### src/shared/tss_pkg.sv
package tss_pkg;

  // ----------------------------------------------------------------
  // Register offsets
  // ----------------------------------------------------------------
  localparam logic [7:0] ADDR_MS_RDI_CTRL = 8'h1a;
  localparam logic [7:0] ADDR_OP_ONE      = 8'h30;
  localparam logic [7:0] ADDR_SRC_ONE     = 8'h60;
  localparam logic [7:0] ADDR_SRC_TWO     = 8'h61;
  localparam logic [7:0] ADDR_SRC_THREE   = 8'h62;
  localparam logic [7:0] ADDR_SRC_FOUR    = 8'h63;
  localparam logic [7:0] ADDR_STATUS      = 8'h64;

  // ----------------------------------------------------------------
  // Writable bit masks and reset values
  // ----------------------------------------------------------------
  localparam logic [7:0] MASK_MS_RDI_CTRL = 8'h06;
  localparam logic [7:0] MASK_OP_ONE      = 8'h70;
  localparam logic [7:0] MASK_SRC_FOUR    = 8'h60;
  localparam logic [7:0] RESET_REG        = 8'h00;

  // ----------------------------------------------------------------
  // Field positions
  // ----------------------------------------------------------------
  localparam int RDI_FORCE_BIT       = 1;
  localparam int RDI_EXCESS_BIT      = 2;
  localparam int REI_SRC_BIT         = 6;
  localparam int NU1_DEF_BIT         = 5;
  localparam int RDI_SRC_BIT         = 4;
  localparam int J0_SRC_LSB          = 6;
  localparam int E1_SRC_BIT          = 5;
  localparam int F1_SRC_BIT          = 4;
  localparam int RDCC_SRC_BIT        = 3;
  localparam int MDCC_SRC_BIT        = 2;
  localparam int E2_SRC_BIT          = 1;
  localparam int M1_SRC_BIT          = 0;
  localparam int NU99_SRC_BIT        = 7;
  localparam int NU98_SRC_BIT        = 6;
  localparam int UN39_SRC_BIT        = 5;
  localparam int UN38_SRC_BIT        = 4;
  localparam int UN36_SRC_BIT        = 3;
  localparam int S1_SRC_BIT          = 2;
  localparam int K2_SRC_BIT          = 1;
  localparam int K1_SRC_BIT          = 0;
  localparam int NU29_SRC_LSB        = 6;
  localparam int NU28_SRC_LSB        = 4;
  localparam int NU19_SRC_LSB        = 2;
  localparam int NU18_SRC_LSB        = 0;
  localparam int MD35_SRC_BIT        = 6;
  localparam int MD33_SRC_BIT        = 5;

  // ----------------------------------------------------------------
  // Byte values
  // ----------------------------------------------------------------
  localparam logic [2:0] MS_RDI_CODE     = 3'h6;
  localparam logic [7:0] NU1_DEFAULT     = 8'haa;

  // ----------------------------------------------------------------
  // Overhead byte slots
  // ----------------------------------------------------------------
  typedef enum logic [4:0] {
    SLOT_OTHER = 5'h00,
    SLOT_J0    = 5'h01,
    SLOT_E1    = 5'h02,
    SLOT_F1    = 5'h03,
    SLOT_D1D3  = 5'h04,
    SLOT_D4D12 = 5'h05,
    SLOT_E2    = 5'h06,
    SLOT_M1    = 5'h07,
    SLOT_NU99  = 5'h08,
    SLOT_NU98  = 5'h09,
    SLOT_UN39  = 5'h0a,
    SLOT_UN38  = 5'h0b,
    SLOT_UN36  = 5'h0c,
    SLOT_S1    = 5'h0d,
    SLOT_K2    = 5'h0e,
    SLOT_K1    = 5'h0f,
    SLOT_NU29  = 5'h10,
    SLOT_NU28  = 5'h11,
    SLOT_NU19  = 5'h12,
    SLOT_NU18  = 5'h13,
    SLOT_MD35  = 5'h14,
    SLOT_MD33  = 5'h15
  } tss_slot_t;

  // Configuration set applied to the outgoing frame
  typedef struct packed {
    logic [7:0] ms_rdi_ctrl;
    logic [7:0] op_one;
    logic [7:0] src_one;
    logic [7:0] src_two;
    logic [7:0] src_three;
    logic [7:0] src_four;
  } tss_cfg_t;

  // Candidate sources for one outgoing byte
  typedef struct packed {
    logic [7:0] up_value;
    logic [7:0] serial_oh;
    logic [7:0] row_ow;
    logic [7:0] user_ch;
    logic [7:0] regen_dcc;
    logic [7:0] mux_dcc;
    logic [7:0] mux_ow;
    logic [7:0] received;
    logic [7:0] rei_value;
    logic [2:0] hw_rdi;
  } tss_src_t;

endpackage : tss_pkg

### src/logic/tss_source_select.sv
// Functional notes
// K2 RDI controls act only with K2 and RDI both hardware sourced.
// Excess-B2 enable plus active excess state inserts 110 in K2 low bits.
// Force control inserts 110 in K2 low bits whenever RDI insertion is armed and regenerator mode is off.
// J0: 00 microprocessor, 01 serial overhead, 1X received byte.
// E1: 0 row orderwire input, 1 received byte.
// F1: 0 user channel input, 1 received byte.
// D1-D3: 0 regenerator data channel input, 1 received bytes.
// D4-D12: 0 multiplex data channel input, 1 received bytes.
// E2: 0 multiplex orderwire input, 1 received byte.
// M1: 0 hardware REI, 1 serial; regenerator passes received M1.
// STM-1 row 9 national bytes: 0 microprocessor, 1 serial; regen passes.
// STM-1 row 3 unused bytes: 0 serial, 1 received byte.
// S1: 0 microprocessor, 1 serial; regenerator passes received S1.
// K2: 0 hardware process, 1 serial; regenerator passes received K2.
// K1: 0 microprocessor, 1 serial; regenerator passes received K1.
// STM-1 row 2 national bytes: 00 microprocessor, 01 serial, 1X received.
// STM-1 row 1 national bytes: 00 default rule, 01 serial, 1X received.
// STM-1 row 3 media bytes: 0 serial, 1 received byte.
// Row 1 national default: enable 0 sends AAH, 1 sends microprocessor value.
// Hardware M1: REI source 0 uses B2 feedback, 1 sends zero.
// Hardware K2: RDI source 0 inserts hardware RDI, 1 all register bits.
// Selector changes take effect at a frame boundary only.
module tss_source_select (
  input  wire logic             SYS_CLK,
  input  wire logic             RST,
  input  wire logic [7:0]       REG_ADDR,
  input  wire logic [7:0]       REG_WDATA,
  input  wire logic             REG_WR,
  input  wire logic             REG_RD,
  output logic      [7:0]       REG_RDATA,
  input  wire logic             REGEN_MODE,
  input  wire logic             STM1_MODE,
  input  wire logic             EXCESS_B2_ERROR_STATE,
  input  wire logic             FRAME_START,
  input  wire logic             SLOT_VALID,
  input  wire tss_pkg::tss_slot_t SLOT_ID,
  input  wire tss_pkg::tss_src_t  SLOT_SRC,
  output logic                  TX_VALID,
  output tss_pkg::tss_slot_t    TX_SLOT,
  output logic      [7:0]       TX_BYTE
);

  // ----------------------------------------------------------------
  // Register file
  // ----------------------------------------------------------------
  // Software writes land in the pending set; the active set copies it
  // on FRAME_START so a byte never mixes two selector settings.
  tss_pkg::tss_cfg_t pend;
  tss_pkg::tss_cfg_t act;
  tss_pkg::tss_cfg_t next_pend;
  tss_pkg::tss_cfg_t next_act;

  wire wr_rdi   = REG_WR && (REG_ADDR == tss_pkg::ADDR_MS_RDI_CTRL);
  wire wr_op    = REG_WR && (REG_ADDR == tss_pkg::ADDR_OP_ONE);
  wire wr_one   = REG_WR && (REG_ADDR == tss_pkg::ADDR_SRC_ONE);
  wire wr_two   = REG_WR && (REG_ADDR == tss_pkg::ADDR_SRC_TWO);
  wire wr_three = REG_WR && (REG_ADDR == tss_pkg::ADDR_SRC_THREE);
  wire wr_four  = REG_WR && (REG_ADDR == tss_pkg::ADDR_SRC_FOUR);

  assign next_pend.ms_rdi_ctrl = wr_rdi ? (REG_WDATA & tss_pkg::MASK_MS_RDI_CTRL)
                                        : pend.ms_rdi_ctrl;
  assign next_pend.op_one      = wr_op ? (REG_WDATA & tss_pkg::MASK_OP_ONE)
                                       : pend.op_one;
  assign next_pend.src_one     = wr_one ? REG_WDATA : pend.src_one;
  assign next_pend.src_two     = wr_two ? REG_WDATA : pend.src_two;
  assign next_pend.src_three   = wr_three ? REG_WDATA : pend.src_three;
  assign next_pend.src_four    = wr_four ? (REG_WDATA & tss_pkg::MASK_SRC_FOUR)
                                         : pend.src_four;

  // A write in the frame-start cycle is taken into the new frame
  assign next_act = FRAME_START ? next_pend : act;

  // ----------------------------------------------------------------
  // Read path
  // ----------------------------------------------------------------
  logic rdi_inserted;
  wire [7:0] status_word = {6'h00, rdi_inserted, EXCESS_B2_ERROR_STATE};
  logic [7:0] read_mux;

  always_comb begin
    case (REG_ADDR)
      tss_pkg::ADDR_MS_RDI_CTRL: read_mux = pend.ms_rdi_ctrl;
      tss_pkg::ADDR_OP_ONE:      read_mux = pend.op_one;
      tss_pkg::ADDR_SRC_ONE:     read_mux = pend.src_one;
      tss_pkg::ADDR_SRC_TWO:     read_mux = pend.src_two;
      tss_pkg::ADDR_SRC_THREE:   read_mux = pend.src_three;
      tss_pkg::ADDR_SRC_FOUR:    read_mux = pend.src_four;
      tss_pkg::ADDR_STATUS:      read_mux = status_word;
      default:                   read_mux = 8'h00;
    endcase
  end

  wire [7:0] next_rdata = REG_RD ? read_mux : 8'h00;

  // ----------------------------------------------------------------
  // Field decode of the active set
  // ----------------------------------------------------------------
  wire       rdi_force    = act.ms_rdi_ctrl[tss_pkg::RDI_FORCE_BIT];
  wire       rdi_excess   = act.ms_rdi_ctrl[tss_pkg::RDI_EXCESS_BIT];
  wire       rei_source_select = act.op_one[tss_pkg::REI_SRC_BIT];
  wire       natuse_row1_default_enable = act.op_one[tss_pkg::NU1_DEF_BIT];
  wire       rdi_source_select = act.op_one[tss_pkg::RDI_SRC_BIT];
  wire [1:0] j0_source_select  = act.src_one[tss_pkg::J0_SRC_LSB +: 2];
  wire       e1_source_select  = act.src_one[tss_pkg::E1_SRC_BIT];
  wire       f1_source_select  = act.src_one[tss_pkg::F1_SRC_BIT];
  wire       regen_dcc_source_select = act.src_one[tss_pkg::RDCC_SRC_BIT];
  wire       mux_dcc_source_select   = act.src_one[tss_pkg::MDCC_SRC_BIT];
  wire       e2_source_select  = act.src_one[tss_pkg::E2_SRC_BIT];
  wire       m1_source_select  = act.src_one[tss_pkg::M1_SRC_BIT];
  wire       natuse_r9c9_source = act.src_two[tss_pkg::NU99_SRC_BIT];
  wire       natuse_r9c8_source = act.src_two[tss_pkg::NU98_SRC_BIT];
  wire       unused_r3c9_source = act.src_two[tss_pkg::UN39_SRC_BIT];
  wire       unused_r3c8_source = act.src_two[tss_pkg::UN38_SRC_BIT];
  wire       unused_r3c6_source = act.src_two[tss_pkg::UN36_SRC_BIT];
  wire       s1_source_select  = act.src_two[tss_pkg::S1_SRC_BIT];
  wire       k2_source_select  = act.src_two[tss_pkg::K2_SRC_BIT];
  wire       k1_source_select  = act.src_two[tss_pkg::K1_SRC_BIT];
  wire [1:0] natuse_r2c9_source = act.src_three[tss_pkg::NU29_SRC_LSB +: 2];
  wire [1:0] natuse_r2c8_source = act.src_three[tss_pkg::NU28_SRC_LSB +: 2];
  wire [1:0] natuse_r1c9_source = act.src_three[tss_pkg::NU19_SRC_LSB +: 2];
  wire [1:0] natuse_r1c8_source = act.src_three[tss_pkg::NU18_SRC_LSB +: 2];
  wire       media_r3c5_source = act.src_four[tss_pkg::MD35_SRC_BIT];
  wire       media_r3c3_source = act.src_four[tss_pkg::MD33_SRC_BIT];

  // ----------------------------------------------------------------
  // Hardware-generated bytes
  // ----------------------------------------------------------------
  wire [7:0] m1_hw = rei_source_select ? 8'h00 : SLOT_SRC.rei_value;

  // RDI insertion is armed only when K2 and its RDI bits come from hardware
  wire rdi_armed = !k2_source_select && !rdi_source_select;
  wire rdi_by_excess = rdi_excess && EXCESS_B2_ERROR_STATE;
  wire rdi_insert = rdi_armed && (rdi_force || rdi_by_excess);
  wire [2:0] hw_rdi_bits = rdi_insert ? tss_pkg::MS_RDI_CODE : SLOT_SRC.hw_rdi;
  // Upper bits of the hardware K2 byte always follow the microprocessor register value
  wire [7:0] k2_hw = rdi_source_select ? SLOT_SRC.up_value
                                       : {SLOT_SRC.up_value[7:3], hw_rdi_bits};

  wire [7:0] nu1_up = natuse_row1_default_enable ? SLOT_SRC.up_value
                                                 : tss_pkg::NU1_DEFAULT;

  // ----------------------------------------------------------------
  // Per-slot selection helpers
  // ----------------------------------------------------------------
  function automatic logic [7:0] pick3(input logic [1:0] sel, input logic [7:0] a,
                                       input logic [7:0] b, input logic [7:0] c);
    pick3 = sel[1] ? c : (sel[0] ? b : a);
  endfunction

  wire [7:0] rx  = SLOT_SRC.received;
  wire [7:0] soh = SLOT_SRC.serial_oh;
  wire [7:0] up  = SLOT_SRC.up_value;

  wire [7:0] j0_byte   = pick3(j0_source_select, up, soh, rx);
  wire [7:0] e1_byte   = e1_source_select ? rx : SLOT_SRC.row_ow;
  wire [7:0] f1_byte   = f1_source_select ? rx : SLOT_SRC.user_ch;
  wire [7:0] rdcc_byte = regen_dcc_source_select ? rx : SLOT_SRC.regen_dcc;
  wire [7:0] mdcc_byte = mux_dcc_source_select ? rx : SLOT_SRC.mux_dcc;
  wire [7:0] e2_byte   = e2_source_select ? rx : SLOT_SRC.mux_ow;
  wire [7:0] m1_byte   = REGEN_MODE ? rx : (m1_source_select ? soh : m1_hw);
  wire [7:0] nu99_byte = REGEN_MODE ? rx : (natuse_r9c9_source ? soh : up);
  wire [7:0] nu98_byte = REGEN_MODE ? rx : (natuse_r9c8_source ? soh : up);
  wire [7:0] un39_byte = unused_r3c9_source ? rx : soh;
  wire [7:0] un38_byte = unused_r3c8_source ? rx : soh;
  wire [7:0] un36_byte = unused_r3c6_source ? rx : soh;
  wire [7:0] s1_byte   = REGEN_MODE ? rx : (s1_source_select ? soh : up);
  wire [7:0] k2_byte   = REGEN_MODE ? rx : (k2_source_select ? soh : k2_hw);
  wire [7:0] k1_byte   = REGEN_MODE ? rx : (k1_source_select ? soh : up);
  wire [7:0] nu29_byte = pick3(natuse_r2c9_source, up, soh, rx);
  wire [7:0] nu28_byte = pick3(natuse_r2c8_source, up, soh, rx);
  wire [7:0] nu19_byte = pick3(natuse_r1c9_source, nu1_up, soh, rx);
  wire [7:0] nu18_byte = pick3(natuse_r1c8_source, nu1_up, soh, rx);
  wire [7:0] md35_byte = media_r3c5_source ? rx : soh;
  wire [7:0] md33_byte = media_r3c3_source ? rx : soh;

  // ----------------------------------------------------------------
  // Slot multiplexer
  // ----------------------------------------------------------------
  // STM-1-only slots fall back to the received byte in STM-0 mode,
  // so stray slot tags cannot inject configured data.
  logic [7:0] sel_byte;
  logic [7:0] stm1_byte;
  logic       stm1_only;

  always_comb begin
    stm1_only = 1'b1;
    case (SLOT_ID)
      tss_pkg::SLOT_NU99: stm1_byte = nu99_byte;
      tss_pkg::SLOT_NU98: stm1_byte = nu98_byte;
      tss_pkg::SLOT_UN39: stm1_byte = un39_byte;
      tss_pkg::SLOT_UN38: stm1_byte = un38_byte;
      tss_pkg::SLOT_UN36: stm1_byte = un36_byte;
      tss_pkg::SLOT_NU29: stm1_byte = nu29_byte;
      tss_pkg::SLOT_NU28: stm1_byte = nu28_byte;
      tss_pkg::SLOT_NU19: stm1_byte = nu19_byte;
      tss_pkg::SLOT_NU18: stm1_byte = nu18_byte;
      tss_pkg::SLOT_MD35: stm1_byte = md35_byte;
      tss_pkg::SLOT_MD33: stm1_byte = md33_byte;
      default: begin
        stm1_byte = rx;
        stm1_only = 1'b0;
      end
    endcase
  end

  always_comb begin
    case (SLOT_ID)
      tss_pkg::SLOT_J0:    sel_byte = j0_byte;
      tss_pkg::SLOT_E1:    sel_byte = e1_byte;
      tss_pkg::SLOT_F1:    sel_byte = f1_byte;
      tss_pkg::SLOT_D1D3:  sel_byte = rdcc_byte;
      tss_pkg::SLOT_D4D12: sel_byte = mdcc_byte;
      tss_pkg::SLOT_E2:    sel_byte = e2_byte;
      tss_pkg::SLOT_M1:    sel_byte = m1_byte;
      tss_pkg::SLOT_S1:    sel_byte = s1_byte;
      tss_pkg::SLOT_K2:    sel_byte = k2_byte;
      tss_pkg::SLOT_K1:    sel_byte = k1_byte;
      default:             sel_byte = (stm1_only && STM1_MODE) ? stm1_byte : rx;
    endcase
  end

  wire next_rdi_inserted = (SLOT_VALID && SLOT_ID == tss_pkg::SLOT_K2 && !REGEN_MODE)
                           ? rdi_insert : rdi_inserted;

  // ----------------------------------------------------------------
  // Registers
  // ----------------------------------------------------------------
  always_ff @(posedge SYS_CLK) begin
    if (RST) begin
      pend         <= '0;
      act          <= '0;
      REG_RDATA    <= tss_pkg::RESET_REG;
      TX_VALID     <= 1'b0;
      TX_SLOT      <= tss_pkg::SLOT_OTHER;
      TX_BYTE      <= 8'h00;
      rdi_inserted <= 1'b0;
    end else begin
      pend         <= next_pend;
      act          <= next_act;
      REG_RDATA    <= next_rdata;
      TX_VALID     <= SLOT_VALID;
      TX_SLOT      <= SLOT_ID;
      TX_BYTE      <= SLOT_VALID ? sel_byte : 8'h00;
      rdi_inserted <= next_rdi_inserted;
    end
  end

endmodule // tss_source_select

### config.mk
export PLATFORM = sky130hd
export DESIGN_NAME = tss_source_select
export DESIGN_NICKNAME = d
export VERILOG_FILES = /design/src/shared/tss_pkg.sv /design/src/logic/tss_source_select.sv
export SDC_FILE = /design/constraint.sdc
export NUM_CORES = 1
export LEC_CHECK = 0
export BUFFER_PORTS_ARGS = -buffer_cell sky130_fd_sc_hd__buf_2
export CORE_ASPECT_RATIO = 1.5
export CORE_MARGIN = 2
export CORE_UTILIZATION = 25
export DETAILED_ROUTE_END_ITERATION = 6
export SKIP_CTS_REPAIR_TIMING = 1
export SYNTH_ARGS = -nofsm -noshare
export SYNTH_HDL_FRONTEND = slang
export SYNTH_SLANG_ARGS = --single-unit
### constraint.sdc
create_clock -name SYS_CLK -period 3.07 [get_ports SYS_CLK]
set_clock_uncertainty 0.15 [all_clocks]
set_input_delay 0.1535 -clock SYS_CLK [delete_from_list [all_inputs] [get_ports SYS_CLK]]
set_output_delay 0.1535 -clock SYS_CLK [all_outputs]
set_load 0.05 [all_outputs]
==> metrics.yaml <==
run_status:
  status: "complete, but fails checks"
  violations: "negative hold slack"
cells_and_area:
  insertedDiodeCount: 0
  area_growth_syn_to_layout_pct: 16.7
  nNetsFinal: 1002
  fillers: 2880
  fin_cells: 1239
  drive_gt1_share_pct: 21.5
timing:
  timing.hold.ws_ps: -15.0
  rsz0062_at_grt: "false"
  hold_viol: 5
  finalCritPeriodShare_pct: 78.7
  slew_headroom_pct: 48.2
  timing.fmax_ghz: 0.414
  worst_slew_pin_slew_ps: 768
  setup_viol: 0
  fin_crit_ps: 2420
  setup_tns_ps: 0
  final_max_slew_viol_count: 0
detailed_routing:
  drt-pass1-iter-count: 5
  drtAntennaViolNets: 0
  wl_mm: 25.4
  via_count: 6564
  remaining_drc_errors: 0
  viasPerCell: 5.30
  drt-initial-drc-count: 530
  wl_per_cell_um: 20.5
yosys:
  synth-seq-cells: 95
  yosys_warnings: 0
  synth_top_area_share_pct: 28.0
  synth_area_leaders: "dfxtp_1, mux2i_1, nor2_1, a211oi_1, nand2_1"
  yosys.area.top_type: "dfxtp_1"
  syn-cell-area_um2: 6790
  synth_common_cells: "mux2i_1, dfxtp_1, nor2_1"
  yosysSeqAreaShare_pct: 28.0
  synth_edf_count: 0
  synth.distinct_cells: 80
  synth_async_sr_flop_share_pct: 0
  synth_nets: 926
  yosysMostFrequentCell: "mux2i_1"
  ys_dominant_reg_cell: "dfxtp_1"
  syn_inst: 821
  postSynthAreaPerCell_um2: 8.27
min_path:
  hold_depth: 3
  hold_class: "input port to flip-flop"
  min-delay-start: "REG_WDATA[6]"
  holdPathEnd: "pend[14]"
placed_design:
  hpwl_mm: 19.9
  numPlacedInstances: 1218
  io_buffers: 126
  gp_congestion: 0.937
worst_setup_path:
  worstPathMaxFanout: 10
  cp-end-kind: "flip-flop"
  worstPathArrival_ps: 2500
  reg2reg_from: "act[24]"
  critPathBufInv: 0
  crit-reg2reg-capture: "TX_BYTE[2]"
  slowest_delay_ps: 550
  crit_family: "compound AO/OA/AOI/OAI gates"
  path_class: "flip-flop to flip-flop"
  rrSetupSlack_ps: 650
  required_ps: 3150
  reg2reg_depth: 6
  critPathLaunchType: "flip-flop"
  cp_cell_sequence: "nor2_1 > a22o_1 > a221oi_2 > o211ai_1 > a2111oi_2 > o32ai_2"
  critPathSlowestCell: "dfxtp_1"
grt:
  grt_max_degree: 73
  groute.layer.met2.usage_pct: 30.7
  met3_usage_pct: 3.00
  grt_first_pass_wirelength_mm: 38.4
  grt_use_total_pct: 17.5
  grt_overflow: 0
  grt_pass1_vias: 6387
  top_usage_layer: "met2"
  use_met1_pct: 20.7
  antenna_found_initial: 1
cts:
  cts_tree: "yes"
  clkTransAtPathRegs_ps: 80
  htree_levels: 3
  ctsRootBufferMaster: "clkbuf_16"
  clock-sinks: 95
  clk_latency_ps: 360
  clock_path_buffers: 2
  numCtsBuffers: 9
power_and_ir_drop:
  p_clk_share_pct: 37.1
  p_switching_uw: 991
  share_comb_of_total_power_pct: 19.8
  vdd_ir_drop_max_uv: 275
  p_int_uw: 2080
  power_leakage_uw: 0.00314
  swShare_pct: 32.3
  p_per_area_nw_per_um2: 387
  p_seq_share_pct: 43.1
floorplan:
  dieArea_um2: 28500
  fp.dieW_um: 139
  start_util_pct: 25.5
  die_h_um: 206
  io-pin-count: 127
  design.core.area_um2: 26600
  rows: 73
run:
  drv_cap: 0
-- routing by layer --
metal	routed length, um	share of wire (%)	up-vias
li1	-	-	3202
met1	10400	41	3055
met2	12700	50	250
met3	1260	5.0	55
met4	1080	4.2	2
met5	11	0.043	-
-- logic make-up (layout without fill, tap and decap cells) --
family | after synthesis | after routing | share of synthesized area (%)
simple gates | 279 | 279 | 20.8
flops | 95 | 95 | 28.0
buf+inv | 97 | 178 | 6.43
mux | 140 | 140 | 21.7
fa+ha+maj | 1 | 1 | 0.166
compound gates | 209 | 209 | 22.8
-- worst max path at each step --
stage	start	cells after the start	end	slack [ps]
after global routing	act[24]	6	TX_BYTE[2]	490
after global placement	SLOT_ID[0]	7	TX_BYTE[4]	610
final	act[24]	6	TX_BYTE[2]	650
after floorplan	SLOT_ID[0]	7	TX_BYTE[4]	1090
after detailed placement	SLOT_ID[0]	7	TX_BYTE[4]	460
after CTS	act[24]	6	TX_BYTE[2]	630
-- sequential cells by signal, summed over array words and instances, names as in the netlist --
register / count
TX_SLOT: 5
TX_VALID: 1
rdi_inserted: 1
act: 31
REG_RDATA: 8
TX_BYTE: 8
pend: 41
-- area by class of cell --
class | instances | area (um2) | share of cell area (%)
multi-input cells | 629 | 4450 | 56.2
clock buffers | 10 | 229 | 2.89
repair buffers | 147 | 801 | 10.1
inverters | 15 | 56.3 | 0.711
well taps | 337 | 422 | 5.32
flip-flops and latches | 95 | 1900 | 24.0
clock inverters | 6 | 63.8 | 0.805
-- power groups by stage --
stage	Sequential (uW)	Clock [uW]	Combinational, uW
2_1_floorplan	1350	0	394
3_3_place_gp	1350	0	596
5_1_grt	1330	1210	659
3_5_place_dp	1350	0	598
4_1_cts	1320	1160	600
6_report	1320	1140	609
-- cell usage in the layout (no fill, tap or decap), drive strengths merged, types with 5 or more instances in the layout --
master       netlist  layout
nand2b            11      11
a22o               8       8
o31ai              6       6
a211oi            39      39
o221ai            13      13
nand2             70      70
a22oi              6       6
nand3             11      11
o22ai             13      13
and3b              5       5
buf               29     142
o211ai            17      17
o21ai             43      43
nor3b             11      11
and2              11      11
a2111oi            7       7
nand4              5       5
nor3              19      19
a221oi             5       5
nor2b             16      16
clkbuf            53      10
dlygate4sd3        0       5
mux2              10      10
mux2i            127     127
dfxtp             95      95
inv               14      17
a21oi             22      22
o32ai              5       5
nor2              95      95
-- tightest hold or removal path, delay by kind of cell --
kind	cells	cell delay, ps
buffers and inverters	1	130
multiplexers	1	100
AND/OR/NAND/NOR	1	80
-- metrics by stage --
| step | worst slack, ps | util [%] | total power, uW | instance area (um2) |
|---|---|---|---|---|
| final | 655 | 29.8 | 3070 | 7920 |
| after global placement | 614 | 28.5 | 1950 | 7580 |
| after floorplan | 1090 | - | 1740 | 6790 |
| after detailed placement | 464 | 28.5 | 1950 | 7580 |
| after CTS | 626 | 29.6 | 3080 | 7870 |
| after global routing | 494 | 29.8 | 3200 | 7920 |
No activity file was read; power rests on OpenSTA's default activity.
